$ cat src/rtl/ssl_pkg.sv
// package: constants and carriers for the synthesiser serial load block
package ssl_pkg;

  // ****************************************************************
  // register map (byte addresses on the apb bus)
  // ****************************************************************
  localparam logic [7:0] REG_STATUS = 8'h00;
  localparam logic [7:0] REG_CLEAR = 8'h04;
  localparam logic [7:0] REG_IRQ_EN = 8'h08;
  localparam logic [7:0] REG_FREQ_A = 8'h0c;
  localparam logic [7:0] REG_FREQ_B = 8'h10;
  localparam logic [7:0] REG_REF = 8'h14;
  localparam logic [7:0] REG_SWALLOW = 8'h18;
  localparam logic [7:0] REG_LIVE = 8'h1c;

  // ****************************************************************
  // serial word layout
  // ****************************************************************
  localparam int SHIFT_W = 24;
  localparam int FREQ_W = 22;
  localparam int REF_W = 16;
  localparam int SWALLOW_W = 4;
  localparam int DIV_W = 13;
  localparam int CNT_W = 5;
  localparam logic [CNT_W-1:0] LEN_FREQ = 5'h18; // 24 bits
  localparam logic [CNT_W-1:0] LEN_REF = 5'h12; // 18 bits
  localparam logic [CNT_W-1:0] CNT_MAX = 5'h1f;
  localparam int DEST_LSB = 0; // last two bits shifted in
  localparam int PAYLOAD_LSB = 2;
  // reference word fields
  localparam int REF_DIV_LSB = 0;
  localparam int REF_CTRL_A_BIT = 13;
  localparam int REF_CTRL_B_BIT = 14;
  localparam int REF_PRESCALE_BIT = 15;

  // ****************************************************************
  // interrupt events
  // ****************************************************************
  localparam int EV_W = 6;
  localparam int EV_LOAD_A = 0;
  localparam int EV_LOAD_B = 1;
  localparam int EV_LOAD_SW = 2;
  localparam int EV_LOAD_REF = 3;
  localparam int EV_LEN_ERR = 4;
  localparam int EV_LOCK_CHG = 5;

  // ****************************************************************
  // types
  // ****************************************************************
  typedef enum logic [1:0] {
    SSL_DEST_A = 2'b00,
    SSL_DEST_SW = 2'b01,
    SSL_DEST_B = 2'b10,
    SSL_DEST_REF = 2'b11
  } ssl_dest_e;

  // pins arriving from outside the clock domain
  typedef struct packed {
    logic ser_data;
    logic ser_clk;
    logic ser_en;
    logic freq_word_select;
    logic pump2_in_window;
    logic power_down;
  } ssl_pins_s;

  localparam int PINS_W = 6;

  // phase detector enable outputs
  typedef struct packed {
    logic monitor_on;
    logic pump1_on;
    logic pump2_on;
  } ssl_pump_s;

endpackage : ssl_pkg

$ cat src/rtl/ssl_sync3.sv
// module: three flip-flop synchroniser with agreement filter per bit
`timescale 1ns/100ps
module ssl_sync3 #(
  parameter int W = 1
) (
  // clock and reset
  input wire logic mclk,
  input wire logic sys_rst,
  // asynchronous inputs
  input wire logic [W-1:0] din,
  // filtered levels and one-cycle edge pulses
  output logic [W-1:0] level,
  output logic [W-1:0] rise,
  output logic [W-1:0] fall
);

  // ****************************************************************
  // per bit: stage 1 feeds only stage 2; level moves when 2 and 3 agree
  // ****************************************************************
  genvar i;
  generate
    for (i = 0; i < W; i++)
    begin : g_bit
      logic s1_reg;
      logic s2_reg;
      logic s3_reg;
      logic lvl_reg;
      wire agree = (s2_reg == s3_reg);
      always_ff @(posedge mclk)
      begin
        if (sys_rst)
        begin
          s1_reg <= 1'b0;
          s2_reg <= 1'b0;
          s3_reg <= 1'b0;
          lvl_reg <= 1'b0;
        end
        else
        begin
          s1_reg <= din[i];
          s2_reg <= s1_reg;
          s3_reg <= s2_reg;
          if (agree)
            lvl_reg <= s3_reg;
        end
      end
      assign level[i] = lvl_reg;
      assign rise[i] = agree & s3_reg & ~lvl_reg;
      assign fall[i] = agree & ~s3_reg & lvl_reg;
    end
  endgenerate

endmodule : ssl_sync3

$ cat src/rtl/ssl_irq.sv
// module: sticky event status, write-one-to-clear, enable and interrupt
`timescale 1ns/100ps
module ssl_irq #(
  parameter int W = 6
) (
  // clock and reset
  input wire logic mclk,
  input wire logic sys_rst,
  // events from the block
  input wire logic [W-1:0] event_in,
  // software access
  input wire logic clr_wr,
  input wire logic en_wr,
  input wire logic [W-1:0] wdata,
  // state
  output logic [W-1:0] status,
  output logic [W-1:0] enable,
  output logic irq
);

  logic [W-1:0] en_reg;

  // ****************************************************************
  // sticky bits: a set in the clearing cycle wins
  // ****************************************************************
  genvar i;
  generate
    for (i = 0; i < W; i++)
    begin : g_flag
      logic flag_reg;
      wire clr = clr_wr & wdata[i];
      always_ff @(posedge mclk)
      begin
        if (sys_rst)
          flag_reg <= 1'b0;
        else if (event_in[i])
          flag_reg <= 1'b1;
        else if (clr)
          flag_reg <= 1'b0;
      end
      assign status[i] = flag_reg;
    end
  endgenerate

  // enable register
  always_ff @(posedge mclk)
  begin
    if (sys_rst)
      en_reg <= '0;
    else if (en_wr)
      en_reg <= wdata;
  end

  assign enable = en_reg;
  assign irq = |(status & en_reg);

endmodule : ssl_irq

$ cat src/rtl/ssl_ctrl.sv
// module: serial word loader, word buffers and pump enable logic
//
// Operation
// frequency word loads are exactly 24 serial bits in one enable frame.
// reference word loads are exactly 18 serial bits in one enable frame.
// controller sends three framed words, 66 bits, for full programming.
// with divide-by-8/9 the controller writes zero to the spare bit.
// shift register and buffers keep contents during power-down.
// new words are accepted and latched while powered down.
// control bits 00: monitors off, both charge pumps on.
// control bits a=1 b=0: monitors on, pump 1 off, pump 2 on.
// bit b=1: pump 1 gated by lock, pump 2 on; monitors off if a=0.
// control bits 11: monitors on, pump 2 on, pump 1 lock-gated.
// lock output low while pump 2 sits in its window, else high.
// lock-gated pump 1 runs while unlocked and stops at lock.
// pump-1-only loops must be programmed with pump 1 always on.
// enable fall copies shift data to buffer chosen by last two bits.
// controller shifts each word most significant bit first.
// select high drives dividers from word a, low from word b.
// data sampled on serial clock rise only while enable is high.
//
// Local design decisions: the address map and the APB register port.
`timescale 1ns/100ps
module ssl_ctrl (
  // clock and reset
  input wire logic mclk,
  input wire logic sys_rst,
  // apb slave
  input wire logic psel,
  input wire logic penable,
  input wire logic pwrite,
  input wire logic [7:0] paddr,
  input wire logic [31:0] pwdata,
  output logic [31:0] prdata,
  output logic pready,
  output logic pslverr,
  // serial bus and device pins
  input wire logic ser_data,
  input wire logic ser_clk,
  input wire logic ser_en,
  input wire logic freq_word_select,
  input wire logic pump2_in_window,
  input wire logic power_down,
  // divider controls
  output logic [ssl_pkg::FREQ_W-1:0] active_freq_word,
  output logic [ssl_pkg::DIV_W-1:0] ref_div_ratio,
  output logic [ssl_pkg::SWALLOW_W-1:0] swallow_count,
  output logic prescale_sel,
  // phase detector enables and lock
  output logic ref_divider_monitor,
  output logic loop_divider_monitor,
  output logic pump1_en,
  output logic pump2_en,
  output logic lock_detect_n,
  // interrupt
  output logic irq
);

  // ****************************************************************
  // input synchronisation
  // ****************************************************************
  ssl_pkg::ssl_pins_s pins_raw;
  ssl_pkg::ssl_pins_s pins_lvl;
  ssl_pkg::ssl_pins_s pins_rise;
  ssl_pkg::ssl_pins_s pins_fall;

  assign pins_raw = '{ser_data: ser_data, ser_clk: ser_clk,
    ser_en: ser_en, freq_word_select: freq_word_select,
    pump2_in_window: pump2_in_window, power_down: power_down};

  ssl_sync3 #(.W(ssl_pkg::PINS_W)) u_sync (
    .mclk(mclk),
    .sys_rst(sys_rst),
    .din(pins_raw),
    .level(pins_lvl),
    .rise(pins_rise),
    .fall(pins_fall)
  );

  // ****************************************************************
  // serial shift register and bit counter
  // ****************************************************************
  logic [ssl_pkg::SHIFT_W-1:0] shift_reg;
  logic [ssl_pkg::CNT_W-1:0] cnt_reg;

  // shift only on serial clock rise inside an enable frame
  wire shift_go = pins_rise.ser_clk & pins_lvl.ser_en;
  wire frame_start = pins_rise.ser_en;
  wire frame_end = pins_fall.ser_en;
  wire cnt_sat = (cnt_reg == ssl_pkg::CNT_MAX);

  // msb arrives first, so the last two bits sit at the bottom
  always_ff @(posedge mclk)
  begin
    if (sys_rst)
      shift_reg <= '0;
    else if (shift_go)
      shift_reg <= {shift_reg[ssl_pkg::SHIFT_W-2:0], pins_lvl.ser_data};
  end

  // count bits in the frame, saturating
  always_ff @(posedge mclk)
  begin
    if (sys_rst)
      cnt_reg <= '0;
    else if (frame_start)
      cnt_reg <= '0;
    else if (shift_go && !cnt_sat)
      cnt_reg <= cnt_reg + 5'h01;
  end

  // ****************************************************************
  // destination decode and length check
  // ****************************************************************
  ssl_pkg::ssl_dest_e dest;
  assign dest = ssl_pkg::ssl_dest_e'(shift_reg[ssl_pkg::DEST_LSB +: 2]);

  wire dest_sel_lo = shift_reg[ssl_pkg::DEST_LSB];
  wire dest_sel_hi = shift_reg[ssl_pkg::DEST_LSB+1];
  wire want_ref = dest_sel_hi & dest_sel_lo;
  wire len_ok = want_ref ? (cnt_reg == ssl_pkg::LEN_REF)
                         : (cnt_reg == ssl_pkg::LEN_FREQ);
  // loading is never gated by power-down
  wire load_ok = frame_end & len_ok;
  wire load_a = load_ok & (dest == ssl_pkg::SSL_DEST_A);
  wire load_b = load_ok & (dest == ssl_pkg::SSL_DEST_B);
  wire load_sw = load_ok & (dest == ssl_pkg::SSL_DEST_SW);
  wire load_ref = load_ok & (dest == ssl_pkg::SSL_DEST_REF);
  wire len_err = frame_end & ~len_ok;

  wire [ssl_pkg::FREQ_W-1:0] freq_payload =
    shift_reg[ssl_pkg::PAYLOAD_LSB +: ssl_pkg::FREQ_W];
  wire [ssl_pkg::REF_W-1:0] ref_payload =
    shift_reg[ssl_pkg::PAYLOAD_LSB +: ssl_pkg::REF_W];
  wire [ssl_pkg::SWALLOW_W-1:0] sw_payload =
    shift_reg[ssl_pkg::PAYLOAD_LSB +: ssl_pkg::SWALLOW_W];

  // ****************************************************************
  // word buffers: reset only by sys_rst, never by power-down
  // ****************************************************************
  logic [ssl_pkg::FREQ_W-1:0] freq_word_a_reg;
  logic [ssl_pkg::FREQ_W-1:0] freq_word_b_reg;
  logic [ssl_pkg::REF_W-1:0] ref_word_reg;
  logic [ssl_pkg::SWALLOW_W-1:0] swallow_reg;

  // capture on the enable fall
  always_ff @(posedge mclk)
  begin
    if (sys_rst)
    begin
      freq_word_a_reg <= '0;
      freq_word_b_reg <= '0;
      ref_word_reg <= '0;
      swallow_reg <= '0;
    end
    else
    begin
      if (load_a)
        freq_word_a_reg <= freq_payload;
      if (load_b)
        freq_word_b_reg <= freq_payload;
      if (load_ref)
        ref_word_reg <= ref_payload;
      if (load_sw)
        swallow_reg <= sw_payload;
    end
  end

  // ****************************************************************
  // divider outputs
  // ****************************************************************
  logic [ssl_pkg::FREQ_W-1:0] active_reg;
  wire [ssl_pkg::FREQ_W-1:0] active_next =
    pins_lvl.freq_word_select ? freq_word_a_reg : freq_word_b_reg;

  // select the active word each cycle
  always_ff @(posedge mclk)
  begin
    if (sys_rst)
      active_reg <= '0;
    else
      active_reg <= active_next;
  end

  assign active_freq_word = active_reg;
  assign ref_div_ratio = ref_word_reg[ssl_pkg::REF_DIV_LSB +: ssl_pkg::DIV_W];
  assign prescale_sel = ref_word_reg[ssl_pkg::REF_PRESCALE_BIT];
  assign swallow_count = swallow_reg;

  // ****************************************************************
  // lock indicator and pump enables
  // ****************************************************************
  wire locked = pins_lvl.pump2_in_window;
  wire out_ctrl_bit_a = ref_word_reg[ssl_pkg::REF_CTRL_A_BIT];
  wire out_ctrl_bit_b = ref_word_reg[ssl_pkg::REF_CTRL_B_BIT];
  logic lock_n_reg;
  ssl_pkg::ssl_pump_s pump_reg;
  ssl_pkg::ssl_pump_s pump_next;

  // b=1: pump 1 lock-gated; b=0: pump 1 on unless a forces it off
  assign pump_next.monitor_on = out_ctrl_bit_a;
  assign pump_next.pump2_on = 1'b1;
  assign pump_next.pump1_on = out_ctrl_bit_b ? ~locked
                                             : ~out_ctrl_bit_a;

  // register the enables and the lock output
  always_ff @(posedge mclk)
  begin
    if (sys_rst)
    begin
      pump_reg <= '0;
      lock_n_reg <= 1'b1;
    end
    else
    begin
      pump_reg <= pump_next;
      lock_n_reg <= ~locked;
    end
  end

  assign ref_divider_monitor = pump_reg.monitor_on;
  assign loop_divider_monitor = pump_reg.monitor_on;
  assign pump1_en = pump_reg.pump1_on;
  assign pump2_en = pump_reg.pump2_on;
  assign lock_detect_n = lock_n_reg;

  // ****************************************************************
  // apb decode and interrupt block
  // ****************************************************************
  wire acc = psel & penable;
  wire wr = acc & pwrite;
  wire hit_status = (paddr == ssl_pkg::REG_STATUS);
  wire hit_clear = (paddr == ssl_pkg::REG_CLEAR);
  wire hit_en = (paddr == ssl_pkg::REG_IRQ_EN);
  wire hit_fa = (paddr == ssl_pkg::REG_FREQ_A);
  wire hit_fb = (paddr == ssl_pkg::REG_FREQ_B);
  wire hit_ref = (paddr == ssl_pkg::REG_REF);
  wire hit_sw = (paddr == ssl_pkg::REG_SWALLOW);
  wire hit_live = (paddr == ssl_pkg::REG_LIVE);
  wire mapped = hit_status | hit_clear | hit_en | hit_fa | hit_fb |
    hit_ref | hit_sw | hit_live;

  logic [ssl_pkg::EV_W-1:0] ev;
  logic [ssl_pkg::EV_W-1:0] irq_status;
  logic [ssl_pkg::EV_W-1:0] irq_enable;
  logic lock_prev_reg;

  // remember lock to flag its changes
  always_ff @(posedge mclk)
  begin
    if (sys_rst)
      lock_prev_reg <= 1'b0;
    else
      lock_prev_reg <= locked;
  end

  assign ev[ssl_pkg::EV_LOAD_A] = load_a;
  assign ev[ssl_pkg::EV_LOAD_B] = load_b;
  assign ev[ssl_pkg::EV_LOAD_SW] = load_sw;
  assign ev[ssl_pkg::EV_LOAD_REF] = load_ref;
  assign ev[ssl_pkg::EV_LEN_ERR] = len_err;
  assign ev[ssl_pkg::EV_LOCK_CHG] = locked ^ lock_prev_reg;

  ssl_irq #(.W(ssl_pkg::EV_W)) u_irq (
    .mclk(mclk),
    .sys_rst(sys_rst),
    .event_in(ev),
    .clr_wr(wr & hit_clear),
    .en_wr(wr & hit_en),
    .wdata(pwdata[ssl_pkg::EV_W-1:0]),
    .status(irq_status),
    .enable(irq_enable),
    .irq(irq)
  );

  // live state: lock, power-down, select, control bits, bit count
  wire [31:0] live_word = {22'h000000, cnt_reg, out_ctrl_bit_b,
    out_ctrl_bit_a, pins_lvl.freq_word_select, pins_lvl.power_down, locked};

  // read mux, reserved bits zero
  assign prdata =
    hit_status ? {26'h0000000, irq_status} :
    hit_en ? {26'h0000000, irq_enable} :
    hit_fa ? {10'h000, freq_word_a_reg} :
    hit_fb ? {10'h000, freq_word_b_reg} :
    hit_ref ? {16'h0000, ref_word_reg} :
    hit_sw ? {28'h0000000, swallow_reg} :
    hit_live ? live_word : 32'h00000000;
  assign pready = 1'b1;
  assign pslverr = acc & ~mapped;
endmodule : ssl_ctrl

$ cat config.mk
export PLATFORM = sky130hd
export DESIGN_NAME = ssl_ctrl
export DESIGN_NICKNAME = d
export VERILOG_FILES = /design/src/rtl/ssl_pkg.sv /design/src/rtl/ssl_sync3.sv /design/src/rtl/ssl_irq.sv /design/src/rtl/ssl_ctrl.sv
export SDC_FILE = /design/constraint.sdc
export NUM_CORES = 1
export LEC_CHECK = 0
export ABC_AREA = 1
export CORE_MARGIN = 5
export CORE_UTILIZATION = 55
export DETAILED_ROUTE_END_ITERATION = 8
export DONT_BUFFER_PORTS = 1
export PLACE_DENSITY = 0.7
export SYNTH_ARGS = -nofsm -noshare
export SYNTH_HDL_FRONTEND = slang
export SYNTH_SLANG_ARGS = --single-unit
export TNS_END_PERCENT = 100
$ cat constraint.sdc
create_clock -name mclk -period 3.1 [get_ports mclk]
set_clock_uncertainty 0.1 [all_clocks]
set_input_delay 0.93 -clock mclk [delete_from_list [all_inputs] [get_ports mclk]]
set_output_delay 0.93 -clock mclk [all_outputs]
set_load 0.05 [all_outputs]
==> summary by stage <==
Synth
The proportion of netlist area held by the largest area contributor is 47.4%. The synthesized design contains roughly 160 register bits. The cell count after synthesis is 910.

Sorting the synthesized cells by area gives the leading types as sky130_fd_sc_hd__dfxtp_1 47%, sky130_fd_sc_hd__nand3_1 8.4%, sky130_fd_sc_hd__nor2_1 8.3%. During synthesis, Yosys emitted a total of 0 warnings. The count of cell types in the netlist is 28.

The sequential area share after synthesis is a little under half. The library cell with the largest summed area after synthesis is sky130_fd_sc_hd__dfxtp_1. Each instance of the synthesized netlist takes up on average 7.24 um^2. The post-synthesis instance area is 0.00659 mm^2.

Placement
Once placement completed, the tool counted placed cells totaling between 1000 and 1500. During placement, the flow inserted port buffers numbering 0. Once detailed placement completed, the half-perimeter wirelength came to 12300 um. The placed standard-cell area is 0.00735 mm^2. The pre-CTS setup slack is -184 ps. The weighted congestion at the end of routability-driven global placement is 0.853.

Finish
The total non-filler cell area in the finished layout is roughly 0.0085 mm^2. Relative to the synthesized area, the layout overhead comes to 28.9%. Fill cells in the final layout number 951. Excluding fillers, the count of instances in the completed layout stands at 1115. 0 antenna diodes ended up in the layout. The fraction of layout instances using a drive strength above 1 is 22.9%. The number of flip-flops under the largest register name is 24.

The final layout contains approximately 1000 nets.

Floorplanning
The number of rows in the core area is 40. The overall die area is 0.0143 mm^2. During I/O placement, the number of pins put on the boundary was 131. The die extent in y is 119 um.

The core region is 0.0119 mm^2. The die extent in x is between 100 and 150 um. The initial standard-cell utilization of the core is 55.5%.

Setup path
The termination of the worst setup path is prdata[19]. The worst setup path startpoint is paddr[0]. The worst setup path is of the input port to output pin kind. STA puts the critical path data required time at 2070 ps. The worst setup path is captured at an output pin. The launch point of the worst reg-to-reg path is shift_reg[1]$_SDFFE_PP0P_. At the worst endpoint, the arrival time is 2170 ps. The launching element type of the critical path is an input port. The worst register-to-register path has a setup slack of 1070 ps. The top fanout value on the critical path is 13. In this run the critical register-to-register path is captured at ref_word_reg[7]$_SDFFE_PP0P_.

Counting cells, the worst reg-to-reg path comes to 8.

Power
The power density normalized to cell area is 507 mW/mm^2. IR analysis of the VDD net gives a maximum drop of 0.000352 V. Summed over all cells, the static leakage comes to approximately 3.3 nW.

Timing
After layout, the worst path uses 103% of the clock period. The final period demand of the worst path is 3200 ps. The number of setup violations in the final report is 15.

Once routing completed, OpenROAD measured the worst setup slack at -97.8 ps. Headroom to the max-slew limit came out at about 63%. Setup repair after global routing could not meet its margin everywhere. The number of max-slew violations in the final report was 0.

The final hold violation count was 0. The tightest hold margin is 304 ps. Based on the critical path, the design can be clocked at up to 313 MHz. For the pin with the worst max-slew slack, the measured transition is 547 ps.

Detailed routing
The initial detailed-routing violation count is 679. The first TritonRoute pass finished after 6 iterations. The final route contains 6345 vias.

For this block, the routed nets add up to 19400 um of wire. After detailed routing, the average wire length per cell comes to 17.4 um. Using the TritonRoute via totals, the vias-per-cell ratio works out to ~5.7. The count of unresolved DRC violations after routing is 0. The post-detailed-route count of antenna-violating nets is 0.

Outcome
The flow ran to the end, but the final reports show violations. The final reports fail on setup timing.

Clock tree
The cell chosen for the clock root is sky130_fd_sc_hd__clkbuf_16. TritonCTS created 17 clock buffers. Clock-pin slew was measured on the worst setup and hold paths at 60 ps. The clock passes through at most 2 buffers. The clock latency on the worst-skew pair is 430 ps. The total clock sinks is 156.

The H-tree generated during clock tree synthesis spans 4 levels. The CTS tree is done.

Global routing
The number of global-route vias before repair is 5884. Entering global routing, the biggest net connects 100 pins. Across every metal layer, demand over resource in global routing totals 26.2%. The total congestion overflow after global routing is 0. The global-route wire length before repair is 29900 um. The number of antenna violations at the first check in global routing is 0.

Job
The number of max-capacitance violations reported is 0.

Worst hold path
The path class of the tightest hold or removal check is register to register.
-- cell type report --
| class | count | area [um^2] | share of cell area (%) |
|---|---|---|---|
| flip-flops and latches | 156 | 3120 | 36.8 |
| clock buffers | 23 | 488 | 5.75 |
| clock inverters | 7 | 113 | 1.33 |
| repair buffers | 92 | 1020 | 12.0 |
| well taps | 147 | 184 | 2.17 |
| multi-input cells | 618 | 3250 | 38.2 |
| inverters | 72 | 318 | 3.74 |
-- synth_stat cells (all sizes together) --
library cell  count
dfxtp           156
nor2            148
nand2           142
nand3           111
a21oi           105
inv              72
o21ai            72
buf              39
clkbuf           34
nand4            12
ha                5
nor3              4
or2               3
a211oi            2
conb              2
a221oi            1
o2111ai           1
xnor2             1
-- logic make-up after synthesis --
group / count (synthesis) / share of synthesized area (%)
compound gates: 181 / 13.9
xor+xnor: 1 / 0.133
fa+ha+maj: 5 / 0.950
buf+inv: 145 / 10.3
flops: 156 / 47.4
other cells: 2 / 0.114
simple gates: 420 / 27.1
-- worst min path at each step --
| stage | startpoint | end | cells past startpoint | slack (ps) |
|---|---|---|---|---|
| floorplan | u_sync.g_bit[0].s1_reg$_SDFF_PP0_ | u_sync.g_bit[0].s2_reg$_SDFF_PP0_ | 2 | 290 |
| global placement | u_sync.g_bit[5].s1_reg$_SDFF_PP0_ | u_sync.g_bit[5].s2_reg$_SDFF_PP0_ | 2 | 290 |
| detailed placement | u_sync.g_bit[5].s1_reg$_SDFF_PP0_ | u_sync.g_bit[5].s2_reg$_SDFF_PP0_ | 2 | 300 |
| CTS | u_sync.g_bit[0].s1_reg$_SDFF_PP0_ | u_sync.g_bit[0].s2_reg$_SDFF_PP0_ | 2 | 310 |
| global route | u_sync.g_bit[3].s1_reg$_SDFF_PP0_ | u_sync.g_bit[3].s2_reg$_SDFF_PP0_ | 2 | 320 |
| finish | u_sync.g_bit[0].s1_reg$_SDFF_PP0_ | u_sync.g_bit[0].s2_reg$_SDFF_PP0_ | 2 | 300 |
-- metrics by stage --
step / TNS (ps) / total power [W] / util (%)
floorplan: -53.0 / 0.00219 / -
global placement: -1730 / 0.00220 / 62.0
detailed placement: -2440 / 0.00220 / 62.0
CTS: -949 / 0.00431 / 68.1
global route: -2020 / 0.00443 / 71.6
finish: -869 / 0.00431 / 71.6
-- per-layer routing --
metal	GRT usage, %	share of wire (%)	vias to the layer above	wire length (um)
met2	43.6	49	313	9550
met3	6.98	8.5	56	1640
met1	32.3	39	2951	7560
met5	0	0	-	0
li1	-	-	3025	-
met4	10.7	3.1	0	609
-- placed cells by master, fill, tap and decap left out, types with 4 or more instances in the layout --
master and n:
sky130_fd_sc_hd__o21ai_2 4, sky130_fd_sc_hd__nor2_4 20, sky130_fd_sc_hd__nor2_2 10, sky130_fd_sc_hd__nand2_2 17, sky130_fd_sc_hd__o21ai_0 61, sky130_fd_sc_hd__a21oi_4 5
sky130_fd_sc_hd__ha_1 5, sky130_fd_sc_hd__nor2_1 118, sky130_fd_sc_hd__nand4_1 12, sky130_fd_sc_hd__a21oi_1 97, sky130_fd_sc_hd__nand2_1 123, sky130_fd_sc_hd__buf_12 21
sky130_fd_sc_hd__nand3_1 96, sky130_fd_sc_hd__dfxtp_1 156, sky130_fd_sc_hd__conb_1 11, sky130_fd_sc_hd__buf_4 56, sky130_fd_sc_hd__clkbuf_16 18, sky130_fd_sc_hd__inv_2 6
sky130_fd_sc_hd__buf_6 13, sky130_fd_sc_hd__o21ai_1 4, sky130_fd_sc_hd__clkinvlp_4 9, sky130_fd_sc_hd__nand3_2 14, sky130_fd_sc_hd__inv_1 56, sky130_fd_sc_hd__clkbuf_8 4
-- worst max-delay path, cell delays in order --
cell and delay [ps]:
sky130_fd_sc_hd__inv_2 20, sky130_fd_sc_hd__nand2_4 90, sky130_fd_sc_hd__nor2_4 50, sky130_fd_sc_hd__buf_6 110
sky130_fd_sc_hd__nand3_4 90, sky130_fd_sc_hd__buf_12 170, sky130_fd_sc_hd__clkinvlp_4 250, sky130_fd_sc_hd__a21oi_2 240
sky130_fd_sc_hd__nor2_4 50, sky130_fd_sc_hd__buf_12 140
-- where the power goes --
| part | internal [W] | total, W | switching [W] |
|---|---|---|---|
| logic | 0.0000439 | 0.000140 | 0.0000965 |
| registers | 0.00202 | 0.00203 | 0.0000135 |
| clock network | 0.00134 | 0.00213 | 0.000794 |
-- repair_timing --
action / 4_1_cts / 5_1_grt
buffers inserted: 3 / 11
setup endpoints to repair: 21 / 23
resized for setup: 32 / 86
cloned: 0 / 3
hold buffers: 0 / 0
pin swaps: 8 / 21
Note: power is estimated with default switching activity, not from simulation.
